[config.mk]
export PLATFORM = sky130hd
export DESIGN_NAME = fsc_top
export DESIGN_NICKNAME = d
export VERILOG_FILES = /design/src/hw/fsc_pkg.sv /design/src/hw/fsc_ramp.sv /design/src/hw/fsc_sync.sv /design/src/hw/fsc_top.sv
export SDC_FILE = /design/constraint.sdc
export NUM_CORES = 2
export LEC_CHECK = 0
export BUFFER_PORTS_ARGS = -buffer_cell sky130_fd_sc_hd__buf_4
export CAP_MARGIN = 20
export CELL_PAD_IN_SITES_DETAIL_PLACEMENT = 0
export CELL_PAD_IN_SITES_GLOBAL_PLACEMENT = 1
export CORE_UTILIZATION = 40
export DETAILED_ROUTE_END_ITERATION = 10
export PLACE_DENSITY = 0.68
export RECOVER_POWER = 100
export SYNTH_ARGS = -nofsm -noshare
export SYNTH_HDL_FRONTEND = slang
export SYNTH_SLANG_ARGS = --single-unit
[constraint.sdc]
create_clock -name i_clk -period 138.8 [get_ports i_clk]
set_clock_uncertainty 0.2 [all_clocks]
set_input_delay 20.82 -clock i_clk [delete_from_list [all_inputs] [get_ports i_clk]]
set_output_delay 20.82 -clock i_clk [all_outputs]
set_load 0.01 [all_outputs]
[src/hw/fsc_pkg.sv]
// shared constants, types and register map of the forced stop controller
package fsc_pkg;

   // ----------------------------------------------------------------
   // register map (byte addresses)
   // ----------------------------------------------------------------
   localparam logic [7:0] ADDR_METHOD  = 8'h00;
   localparam logic [7:0] ADDR_TORQUE  = 8'h04;
   localparam logic [7:0] ADDR_DECEL   = 8'h08;
   localparam logic [7:0] ADDR_CONFIG  = 8'h0C;
   localparam logic [7:0] ADDR_STATUS  = 8'h10;
   localparam logic [7:0] ADDR_IRQ_ST  = 8'h14;
   localparam logic [7:0] ADDR_IRQ_EN  = 8'h18;
   localparam logic [7:0] ADDR_IRQ_CLR = 8'h1C;

   // ----------------------------------------------------------------
   // fields and reset values
   // ----------------------------------------------------------------
   localparam int METHOD_LSB = 4;
   localparam int METHOD_W   = 4;
   localparam logic [15:0] METHOD_RST = 16'h0010;
   localparam logic [15:0] TORQUE_RST = 16'h0320;
   localparam logic [15:0] TORQUE_MAX = 16'h0320;
   localparam logic [15:0] DECEL_RST  = 16'h0000;
   localparam logic [15:0] DECEL_MAX  = 16'h2710;
   // config: bit0 input assigned, bit1 coast (else brake) in the hold state after the stop; coast methods outside torque mode always coast there
   localparam int CFG_ASSIGN = 0;
   localparam int CFG_COAST  = 1;
   localparam logic [1:0] CFG_RST = 2'h0;
   // interrupt events: bit0 stop entered, bit1 hold state entered
   localparam int IRQ_W = 2;

   // ----------------------------------------------------------------
   // timing
   // ----------------------------------------------------------------
   localparam int CLK_HZ     = 50_000_000;
   localparam int DECEL_UNIT_US = 1000;
   localparam int CYC_PER_MS = CLK_HZ / 1_000_000 * DECEL_UNIT_US;

   typedef enum logic [2:0]
   {
      FSC_BRAKE_OR_COAST,
      FSC_TORQ_THEN_SOFF,
      FSC_TORQ_THEN_COAST,
      FSC_TIME_THEN_SOFF,
      FSC_TIME_THEN_COAST
   } fsc_method_t;

   typedef enum logic [1:0]
   {
      FSC_DRV_RUN,
      FSC_DRV_DECEL,
      FSC_DRV_BRAKE,
      FSC_DRV_COAST
   } fsc_drive_t;

   typedef struct packed
   {
      fsc_drive_t  drive;
      logic [15:0] torque_ceiling;
      logic [15:0] speed_ref;
      logic        panel_code;
   } fsc_cmd_t;

   function automatic logic [15:0] fsc_min16(input logic [15:0] a,
                                             input logic [15:0] b);
      return (a < b) ? a : b;
   endfunction

endpackage

[src/hw/fsc_ramp.sv]
// speed ramp that falls to zero over a time scaled to maximum speed
`timescale 1ns/1ps
module fsc_ramp
   import fsc_pkg::*;
#(
   parameter int SPEED_W = 16
)
(
   // clock and reset
   input  wire logic               i_clk,
   input  wire logic               i_rst,
   // control
   input  wire logic               i_load,
   input  wire logic               i_run,
   input  wire logic [SPEED_W-1:0] i_speed,
   input  wire logic [SPEED_W-1:0] i_max_speed,
   input  wire logic [15:0]        i_time_ms,
   // result
   output logic [SPEED_W-1:0]      o_speed,
   output logic                    o_zero
);
   logic [31:0] tick_cnt;
   logic [31:0] tick_len;
   logic        tick;

   // one speed unit is removed every (time*cycles_per_ms / max_speed)
   // cycles, so the full ramp from max speed takes the set time
   always_comb
   begin
      tick_len = (i_max_speed == '0) ? 32'h1 :
         32'(({16'h0, i_time_ms} * 32'(CYC_PER_MS)) / 32'(i_max_speed));
      if (tick_len == 32'h0)
         tick_len = 32'h1;
      tick = (tick_cnt + 32'h1 >= tick_len);
   end

   always_ff @(posedge i_clk or posedge i_rst)
   begin
      if (i_rst)
         tick_cnt <= 32'h0;
      else if (i_load || !i_run || tick)
         tick_cnt <= 32'h0;
      else
         tick_cnt <= tick_cnt + 32'h1;
   end

   always_ff @(posedge i_clk or posedge i_rst)
   begin
      if (i_rst)
         o_speed <= '0;
      else if (i_load)
         o_speed <= (i_time_ms == 16'h0) ? '0 : i_speed;
      else if (i_run && tick && o_speed != '0)
         o_speed <= o_speed - SPEED_W'(1);
   end

   assign o_zero = (o_speed == '0);
endmodule

[src/hw/fsc_sync.sv]
// three-stage synchroniser with edge pulse for the forced stop input
`timescale 1ns/1ps
module fsc_sync
(
   // clock and reset
   input  wire logic i_clk,
   input  wire logic i_rst,
   // data
   input  wire logic i_d,
   output logic      o_q,
   output logic      o_fall
);
   logic meta;
   logic q2;

   always_ff @(posedge i_clk or posedge i_rst)
   begin
      if (i_rst)
      begin
         meta <= 1'b1;
         q2   <= 1'b1;
         o_q  <= 1'b1;
      end
      else
      begin
         meta <= i_d;
         q2   <= meta;
         o_q  <= q2;
      end
   end

   // one pulse per falling transition, taken from stages after the first
   assign o_fall = o_q & ~q2;
endmodule

[src/hw/fsc_top.sv]
// forced stop supervisor with AHB-Lite register access
//
// Decided for this implementation: the register offsets and the AHB-Lite slave port.
`timescale 1ns/1ps
module fsc_top
   import fsc_pkg::*;
#(
   parameter int SPEED_W = 16
)
(
   // clock and reset
   input  wire logic               i_clk,
   input  wire logic               i_rst,
   // AHB-Lite slave
   input  wire logic               i_hsel,
   input  wire logic [31:0]        i_haddr,
   input  wire logic [1:0]         i_htrans,
   input  wire logic               i_hwrite,
   input  wire logic [2:0]         i_hsize,
   input  wire logic [31:0]        i_hwdata,
   input  wire logic               i_hready,
   output logic [31:0]             o_hrdata,
   output logic                    o_hreadyout,
   output logic                    o_hresp,
   // drive side
   input  wire logic               i_forced_stop_in,
   input  wire logic               i_servo_on,
   input  wire logic               i_restart,
   input  wire logic               i_torque_mode,
   input  wire logic [SPEED_W-1:0] i_motor_speed,
   input  wire logic [SPEED_W-1:0] i_max_speed,
   input  wire logic [15:0]        i_motor_max_torque,
   // commands out
   output fsc_cmd_t                o_cmd,
   output logic                    o_forced_stop_active,
   output logic                    o_panel_forced_stop_code,
   output logic                    o_irq
);
   if (SPEED_W < 2 || SPEED_W > 16)
      $error("fsc_top: SPEED_W must be 2..16");

   // ----------------------------------------------------------------
   // registers
   // ----------------------------------------------------------------
   logic [15:0]      forced_stop_method_select;
   logic [15:0]      emergency_stop_torque_limit;
   logic [15:0]      stop_deceleration_time;
   logic [1:0]       config_bits;
   fsc_method_t      method_live;
   logic [IRQ_W-1:0] irq_status;
   logic [IRQ_W-1:0] irq_enable;

   // ----------------------------------------------------------------
   // bus slave: zero wait states, always OKAY
   // ----------------------------------------------------------------
   logic       ph_wr;
   logic [7:0] ph_addr;
   logic       take;

   assign take = i_hsel && i_hready && i_htrans[1];

   always_ff @(posedge i_clk or posedge i_rst)
   begin
      if (i_rst)
      begin
         ph_wr   <= 1'b0;
         ph_addr <= 8'h00;
      end
      else
      begin
         ph_wr   <= take && i_hwrite;
         ph_addr <= i_haddr[7:0];
      end
   end

   logic wr_clr;
   assign wr_clr = ph_wr && ph_addr == ADDR_IRQ_CLR;

   always_ff @(posedge i_clk or posedge i_rst)
   begin
      if (i_rst)
      begin
         forced_stop_method_select   <= METHOD_RST;
         emergency_stop_torque_limit <= TORQUE_RST;
         stop_deceleration_time      <= DECEL_RST;
         config_bits                 <= CFG_RST;
         irq_enable                  <= '0;
      end
      else if (ph_wr)
      begin
         case (ph_addr)
            ADDR_METHOD:
               forced_stop_method_select <= i_hwdata[15:0];
            ADDR_TORQUE:
               emergency_stop_torque_limit <=
                  fsc_min16(i_hwdata[15:0], TORQUE_MAX);
            ADDR_DECEL:
               stop_deceleration_time <=
                  fsc_min16(i_hwdata[15:0], DECEL_MAX);
            ADDR_CONFIG:
               config_bits <= i_hwdata[1:0];
            ADDR_IRQ_EN:
               irq_enable <= i_hwdata[IRQ_W-1:0];
            default:
               config_bits <= config_bits;
         endcase
      end
   end

   // method field is only taken into use at reset or restart
   logic [METHOD_W-1:0] meth_field;
   assign meth_field =
      forced_stop_method_select[METHOD_LSB +: METHOD_W];

   always_ff @(posedge i_clk or posedge i_rst)
   begin
      if (i_rst)
         method_live <= FSC_TORQ_THEN_SOFF;
      else if (i_restart)
      begin
         case (meth_field)
            4'h0:    method_live <= FSC_BRAKE_OR_COAST;
            4'h2:    method_live <= FSC_TORQ_THEN_COAST;
            4'h3:    method_live <= FSC_TIME_THEN_SOFF;
            4'h4:    method_live <= FSC_TIME_THEN_COAST;
            default: method_live <= FSC_TORQ_THEN_SOFF;
         endcase
      end
   end

   // ----------------------------------------------------------------
   // input synchronisation
   // ----------------------------------------------------------------
   logic stop_in_s;

   fsc_sync u_sync
   (
      .i_clk  (i_clk),
      .i_rst  (i_rst),
      .i_d    (i_forced_stop_in),
      .o_q    (stop_in_s),
      .o_fall ()
   );

   logic assigned;
   logic stop_req;
   assign assigned = config_bits[CFG_ASSIGN];
   // open contact (low) requests a stop; unassigned input ignored
   assign stop_req = assigned && !stop_in_s;

   // ----------------------------------------------------------------
   // stop state machine
   // ----------------------------------------------------------------
   typedef enum logic [2:0]
   {
      ST_RUN,
      ST_TORQ,
      ST_TIME,
      ST_HOLD,
      ST_BASE
   } fsc_state_t;

   fsc_state_t state;
   fsc_state_t next_state;
   logic       latched;
   logic       servo_on_d;
   logic       ramp_load;
   logic       ramp_zero;
   logic [SPEED_W-1:0] ramp_speed;
   logic       motor_zero;

   assign motor_zero = (i_motor_speed == '0);

   always_ff @(posedge i_clk or posedge i_rst)
   begin
      if (i_rst)
         servo_on_d <= 1'b0;
      else
         servo_on_d <= i_servo_on;
   end

   // latch: set by a stop while servo is on, cleared only by
   // servo-on going off (base block) and coming back with input closed
   always_ff @(posedge i_clk or posedge i_rst)
   begin
      if (i_rst)
         latched <= 1'b0;
      else if (stop_req && i_servo_on)
         latched <= 1'b1;
      else if (!servo_on_d && i_servo_on && !stop_req)
         latched <= 1'b0;
   end

   always_comb
   begin
      next_state = state;
      ramp_load  = 1'b0;
      case (state)
         ST_RUN:
         begin
            if (stop_req || latched)
            begin
               if (i_torque_mode ||
                   method_live == FSC_BRAKE_OR_COAST)
                  next_state = ST_HOLD;
               else if (method_live == FSC_TIME_THEN_SOFF ||
                        method_live == FSC_TIME_THEN_COAST)
               begin
                  next_state = ST_TIME;
                  ramp_load  = 1'b1;
               end
               else
                  next_state = ST_TORQ;
            end
         end
         ST_TORQ:
            if (motor_zero)
               next_state = ST_HOLD;
         ST_TIME:
            if (ramp_zero && motor_zero)
               next_state = ST_HOLD;
         ST_HOLD:
            if (!i_servo_on)
               next_state = ST_BASE;
            else if (!latched && !stop_req)
               next_state = ST_RUN;
         ST_BASE:
            if (i_servo_on && !latched && !stop_req)
               next_state = ST_RUN;
         default:
            next_state = ST_RUN;
      endcase
   end

   always_ff @(posedge i_clk or posedge i_rst)
   begin
      if (i_rst)
         state <= ST_RUN;
      else
         state <= next_state;
   end

   fsc_ramp #(.SPEED_W(SPEED_W)) u_ramp
   (
      .i_clk       (i_clk),
      .i_rst       (i_rst),
      .i_load      (ramp_load),
      .i_run       (state == ST_TIME),
      .i_speed     (i_motor_speed),
      .i_max_speed (i_max_speed),
      .i_time_ms   (stop_deceleration_time),
      .o_speed     (ramp_speed),
      .o_zero      (ramp_zero)
   );

   // ----------------------------------------------------------------
   // command outputs
   // ----------------------------------------------------------------
   logic coast_after;
   logic stopping;
   assign coast_after = (!i_torque_mode &&
                         (method_live == FSC_TORQ_THEN_COAST ||
                          method_live == FSC_TIME_THEN_COAST)) ?
                        1'b1 : config_bits[CFG_COAST];
   assign stopping = (state != ST_RUN);

   always_ff @(posedge i_clk or posedge i_rst)
   begin
      if (i_rst)
      begin
         o_cmd <= '{FSC_DRV_RUN, 16'h0, 16'h0, 1'b0};
         o_forced_stop_active     <= 1'b0;
         o_panel_forced_stop_code <= 1'b0;
      end
      else
      begin
         o_cmd.panel_code         <= stopping;
         o_forced_stop_active     <= stopping;
         o_panel_forced_stop_code <= stopping;
         o_cmd.speed_ref <= 16'(ramp_speed);
         o_cmd.torque_ceiling <= fsc_min16(emergency_stop_torque_limit,
                                 i_motor_max_torque);
         case (state)
            ST_RUN:  o_cmd.drive <= FSC_DRV_RUN;
            ST_TORQ: o_cmd.drive <= FSC_DRV_DECEL;
            ST_TIME: o_cmd.drive <= FSC_DRV_DECEL;
            ST_HOLD: o_cmd.drive <= coast_after ? FSC_DRV_COAST :
                                                  FSC_DRV_BRAKE;
            ST_BASE: o_cmd.drive <= FSC_DRV_COAST;
            default: o_cmd.drive <= FSC_DRV_RUN;
         endcase
      end
   end

   // ----------------------------------------------------------------
   // interrupts: set wins over clear
   // ----------------------------------------------------------------
   logic [IRQ_W-1:0] irq_set;
   assign irq_set = {state != ST_HOLD && next_state == ST_HOLD,
                     state == ST_RUN && next_state != ST_RUN};

   always_ff @(posedge i_clk or posedge i_rst)
   begin
      if (i_rst)
         irq_status <= '0;
      else
         irq_status <= (irq_status & ~(wr_clr ?
                        i_hwdata[IRQ_W-1:0] : '0)) | irq_set;
   end

   always_ff @(posedge i_clk or posedge i_rst)
   begin
      if (i_rst)
         o_irq <= 1'b0;
      else
         o_irq <= |(irq_status & irq_enable);
   end

   // ----------------------------------------------------------------
   // read data, registered in the address phase
   // ----------------------------------------------------------------
   always_ff @(posedge i_clk or posedge i_rst)
   begin
      if (i_rst)
         o_hrdata <= 32'h0;
      else if (take && !i_hwrite)
      begin
         case (i_haddr[7:0])
            ADDR_METHOD: o_hrdata <= {16'h0, forced_stop_method_select};
            ADDR_TORQUE: o_hrdata <= {16'h0, emergency_stop_torque_limit};
            ADDR_DECEL:  o_hrdata <= {16'h0, stop_deceleration_time};
            ADDR_CONFIG: o_hrdata <= {30'h0, config_bits};
            ADDR_STATUS: o_hrdata <= {24'h0, stop_in_s, latched,
                                      state, method_live};
            ADDR_IRQ_ST: o_hrdata <= {30'h0, irq_status};
            ADDR_IRQ_EN: o_hrdata <= {30'h0, irq_enable};
            default:     o_hrdata <= 32'h0;
         endcase
      end
   end

   always_ff @(posedge i_clk or posedge i_rst)
   begin
      if (i_rst)
         {o_hreadyout, o_hresp} <= 2'b10;
      else
         {o_hreadyout, o_hresp} <= 2'b10;
   end
endmodule

# ---- Yosys cells after proc, flatten, opt, wreduce, memory -nomap -nowiden
# Index checks and enable logic that the tools add are counted.
# W data, S select, Z words.
dict set report classes {
  addsub 2
  multipliers 1
  div 1
  magnitude_cmp 4
  n_eq_ne 23
  muxes 30
  n_bitwise 4
  n_reduce_logical 53
}
# operator n
set op_table {}
lappend op_table {{$pmux W16 S7} 1}
lappend op_table {{$mux W16} 6}
lappend op_table {{$mux W32} 3}
lappend op_table {{$logic_not A16 Y1} 4}
lappend op_table {{$eq A8 B5 Y1 const B} 5}
lappend op_table {{$add A32 B1 Y32 const B} 1}
lappend op_table {{$div A32 B16 Y32} 1}
lappend op_table {{$eq A8 B4 Y1 const B} 4}
lappend op_table {{$ge A32 B32 Y1} 1}
lappend op_table {{$logic_not A32 Y1} 1}
lappend op_table {{$mul A16 B12 Y28 const B} 1}
lappend op_table {{$logic_and A1 B1 Y1} 18}
lappend op_table {{$mux W3} 6}
lappend op_table {{$eq A8 B3 Y1 const B} 2}
lappend op_table {{$logic_not A8 Y1} 2}
lappend op_table {{$lt A16 B10 Y1 const B} 1}
lappend op_table {{$lt A16 B14 Y1 const B} 1}
lappend op_table {{$lt A16 B16 Y1} 1}
lappend op_table {{$reduce_bool A16 Y1} 1}
lappend op_table {{$sub A16 B1 Y16 const B} 1}
lappend op_table {{$eq A3 B2 Y1 const B} 5}
lappend op_table {{$pmux W3 S5} 1}
lappend op_table {{$pmux W3 S4} 1}
lappend op_table {{$reduce_and A2 Y1} 5}
lappend op_table {{other kinds (18)} 45}
dict set report word_totals {
  register_bits 190
  inputBits 126
  output_inout_bits 72
}

# ---- Depth between registers and ports, before layout
dict set report depth {
  word_depth 10
  ltp_mapped 537
}

# ---- By module
# Synthesis repeated with hierarchy kept, for this count alone.
dict set report hier_totals {
  cells_unflattened 6150
  area_unflattened_um2 45775.2
}
# module n_inst cells_each area_each_um2 seq_area_each_um2
set by_module_without_submodules {}
lappend by_module_without_submodules {fsc_ramp 1 5672 40107.2 1201.2}
lappend by_module_without_submodules {fsc_top 1 473 5571.6 3084.2}
lappend by_module_without_submodules {fsc_sync 1 5 96.3 78.8}

# ---- Worst setup path before layout
# No wires, ideal clock.
dict set report synth_timing {
  path_type {input to register}
  start {in i_max_speed[0]}
  end {reg u_ramp.o_speed[7]}
  setup_ps 137
  arrival_ps 116178
  path_slack_ps 22285
  cell_stages 504
  path_buffers 51
  path_cell_list {inv_1 > ha_1 > o2111ai_1 > o211ai_1 > mux2i_1 > nor3_1 > ha_1 > o21ai_0 > or2b_1 > nand3_1 > or4b_4 > and2_1 > inv_1 > ha_1 > and2_1 > o31a_1 > nor2b_1 > nor2_1 > (+468 left out) > a21o_1 > a21o_1 > a21o_1 > a21o_1 > a21o_1 > a21o_1 > a21o_1 > a21o_1 > a21o_1 > a21o_1 > a21o_1 > a21oi_1 > nor3b_1 > and4b_1 > clkbuf_1 > nor2b_1 > xnor2_1 > a21oi_1}
}
dict set report synth_via {
  elab_chain_len 8
  word_cells_on_any_way 9
}
# element line
set synth_lines {}
lappend synth_lines {{start: declaration} fsc_top.sv:31} ;# input wire logic [SPEED_W-1:0] i_max_speed,
lappend synth_lines {{$div A32 B16 Y32 or $logic_not A16 Y1 (tied branches)} {fsc_ramp.sv:31, fsc_ramp.sv:30}}
lappend synth_lines {{$mux W32 *} fsc_ramp.sv:30} ;# tick_len = (i_max_speed == '0) ? 32'h1 :
lappend synth_lines {{$logic_not A32 Y1} fsc_ramp.sv:32} ;# if (tick_len == 32'h0)
lappend synth_lines {{$mux W32 *} fsc_ramp.sv:32}
lappend synth_lines {{$ge A32 B32 Y1 *} fsc_ramp.sv:34} ;# tick = (tick_cnt + 32'h1 >= tick_len);
lappend synth_lines {{$logic_and A1 B1 Y1 * (2 in a row)} fsc_ramp.sv:53} ;# else if (i_run && tick && o_speed != '0)
lappend synth_lines {{$reduce_bool A2 Y1 (no line) *} -}
lappend synth_lines {{end signal: assignment} fsc_ramp.sv:52} ;# o_speed <= (i_time_ms == 16'h0) ? '0 : i_speed;
lappend synth_lines {{end signal: assignment} fsc_ramp.sv:54} ;# o_speed <= o_speed - SPEED_W'(1);
lappend synth_lines {{end: declaration} fsc_ramp.sv:19} ;# output logic [SPEED_W-1:0] o_speed,
# Every way passes the cells marked *; elsewhere a longest branch is shown, timed or not.
# A chain may end at the register's enable or synchronous reset.

# ---- Worst setup path in the final report
dict set report layout_timing {
  start {in i_max_speed[12]}
  end {reg u_ramp.o_speed[7]}
}
# The elaborated chain is that of the path after synthesis.

==> metrics.yaml <==
status: "finished with violations"
violations: "capacitance limit, slew limit"
cts_resized: 0
seq_area_sq_um: 4360
post_drt_wl_per_cell_microns: 18.1
gp_congestion: 0.866
avgSynthCellArea_sq_um: 7.70
rr_endpoint: "u_ramp.o_speed[7]"
ant_nets: 0
reg2reg_setup_slack_ps: 26010
holdPathStages: 0
rsz0062_at_grt: "no"
via_per_inst: 5.74
finalMaxSlewViolations: 206
synth-edff-count: 0
dp_hpwl_microns: 87000
min_from: "u_sync.q2"
syn_inst: 4622
hp-class: "reg -> reg"
crit_slowest_cell: "o211a_1"
cts_made_buffers: 17
cts_tree: "done"
min_period_ps: 129120
drive_gt1_share_pct: 7.99
start_kind: "primary input"
syn_area_sq_um: 35600
final_common_cell: "ha_1"
antenna_found_initial: 3
criticalPathCategory: "in -> reg"
fin_setup_tns_ps: 0
grt_usage_pct: 23.2
cts-root-buf: "clkbuf_16"
clockBufferDepth: 2
cts.sinks: 174
max_stage_delay_ps: 870
reg2reg_depth: 486
crit_buf_inv: 21
crit_fanout: 33
placed_cells: 5836
drt-initial-drc-count: 1804
worstSkewPairLatency_ps: 450
slew_headroom_pct: -129
overflow: 0
grt_max_degree: 66
routed-via-count: 33700
setup.worst_path.end_class: "flip-flop"
synth_flop_cell: "dfrtp_1"
area_growth_pct: 6.86
drcViolationCount: 0
cp.arrival_ps: 129190
tightest_slew_ps: 3430
wl_microns: 106000
synth-async-reset-ratio_pct: 100
first_pass_iters: 6
critPathTopFamily: "compound AO/OA/AOI/OAI gates"
final_cell_mix: "ha_1, nand2_1, nor2_1"
max_cap_violations: 4
fin_nets: 5411
grt_pass1_wl_microns: 172000
ioPinCount: 198
post-route-period-util_pct: 93.0
path_common_cell: "o21a_1"
fillers: 9232
row_count: 109
grt_pass1_vias: 32700
finalHoldViolCount: 0
regToRegStartpoint: "stop_deceleration_time[5]"
finalNonFillerCells: 5872
die_h_microns: 300
yosysSeqAreaShare_pct: 12.3
holdBufCountCts: 0
die_area_sq_um: 90100
clock.fmax_ghz: 0.00774
cts_setup_buffers: 0
yosysWarnings: 0
port_buffers: 135
h-tree-depth: 4
cp_data_required_time_ps: 138870
design.core.area_sq_um: 88200
die_w_microns: 300
clk_pin_slew_ps: 80
setup_viol: 0
synth-seq-cells: 174
min_to: "u_sync.o_q"
multi_input_area_sq_um: 29700
start_util_pct: 40.3
synth_cell_type_count: 135
synth_stat cells, types with 39 or more instances:
master    count  share of area [%]
dfrtp_1     166                 12
nand2b_1     68                1.2
and2_1       45               0.79
o21a_1      184                3.9
nor2_1      364                3.8
mux2_2       91                2.9
clkbuf_1     85               0.90
nand4_1      51               0.90
o21ai_0     208                2.9
nand3_1      90                1.3
ha_1        554                 19
nor2b_1      65                1.1
o211ai_1     40               0.84
and3_1       80                1.4
nor3_1      212                3.0
mux2i_1      46                1.3
a21o_1      111                2.3
o31ai_1     139                2.9
a31oi_1      45               0.79
a21oi_1     315                4.4
fa_1         39                2.2
inv_1       214                2.3
xnor2_1     153                3.8
xor2_1      115                2.8
nand2_1     495                5.2
per-stage QoR:
step	setup slack [ps]	util, %	instance area [sq um]	hold WS, ps
4_1_cts	10080	43.4	38300	161
3_5_place_dp	9990	42.8	37700	151
3_3_place_gp	10420	42.8	37700	151
2_1_floorplan	22290	-	35600	145
5_1_grt	417	43.1	38000	163
6_report	9680	43.1	38000	159
flip-flops by register name, indices dropped and copies added (netlist names):
name	flops
o_irq	1
state	3
forced_stop_method_select	16
u_sync.q2	1
latched	1
servo_on_d	1
u_sync.meta	1
emergency_stop_torque_limit	16
irq_enable	2
o_panel_forced_stop_code	1
config_bits	2
o_hrdata	16
o_cmd	34
method_live	3
u_sync.o_q	1
stop_deceleration_time	16
u_ramp.o_speed	16
irq_status	2
ph_wr	1
ph_addr	8
u_ramp.tick_cnt	32
logic make-up (layout without fill, tap and decap cells):
group	Yosys count	count (layout)	synth area share, %
compound gates	1374	1374	26.6
mux	144	144	4.44
fa+ha+maj	594	594	21.7
other cells	2	20	0.0211
xor+xnor	269	269	6.64
buf+inv	363	430	4.41
flops	174	174	12.3
simple gates	1702	1702	23.9
worst max-delay path by stage:
stage | slack, ps | cells past startpoint | start | to
after global placement | 10420 | 472 | i_max_speed[12] | u_ramp.o_speed[7]
final | 9680 | 471 | i_max_speed[12] | u_ramp.o_speed[7]
after floorplan | 22290 | 504 | i_max_speed[0] | u_ramp.o_speed[7]
after global routing | 420 | 475 | i_max_speed[12] | u_ramp.o_speed[7]
after CTS | 10080 | 473 | i_max_speed[12] | u_ramp.o_speed[7]
after detailed placement | 9990 | 473 | i_max_speed[12] | u_ramp.o_speed[7]
layer usage:
metal	part of all wire, %	up-vias	global-route usage, %
li1	-	17300	-
met1	49	16000	32.4
met2	47	429	40.1
met3	2.4	59	1.13
met4	0.95	0	3.07
met5	0	-	0
cell type report:
class                           count  area share (%)
Inverter                          215            2.13
Multi-Input combinational cell   4101            78.2
Tap cell                         1165            3.83
Timing Repair Buffer              183            2.79
Sequential cell                   174            11.5
Antenna cell                        2          0.0132
Clock buffer                       19            1.16
Clock inverter                     13           0.378
Power is not shown: default switching activity piles up to over one toggle a cycle in this logic, so the estimate is an artifact.
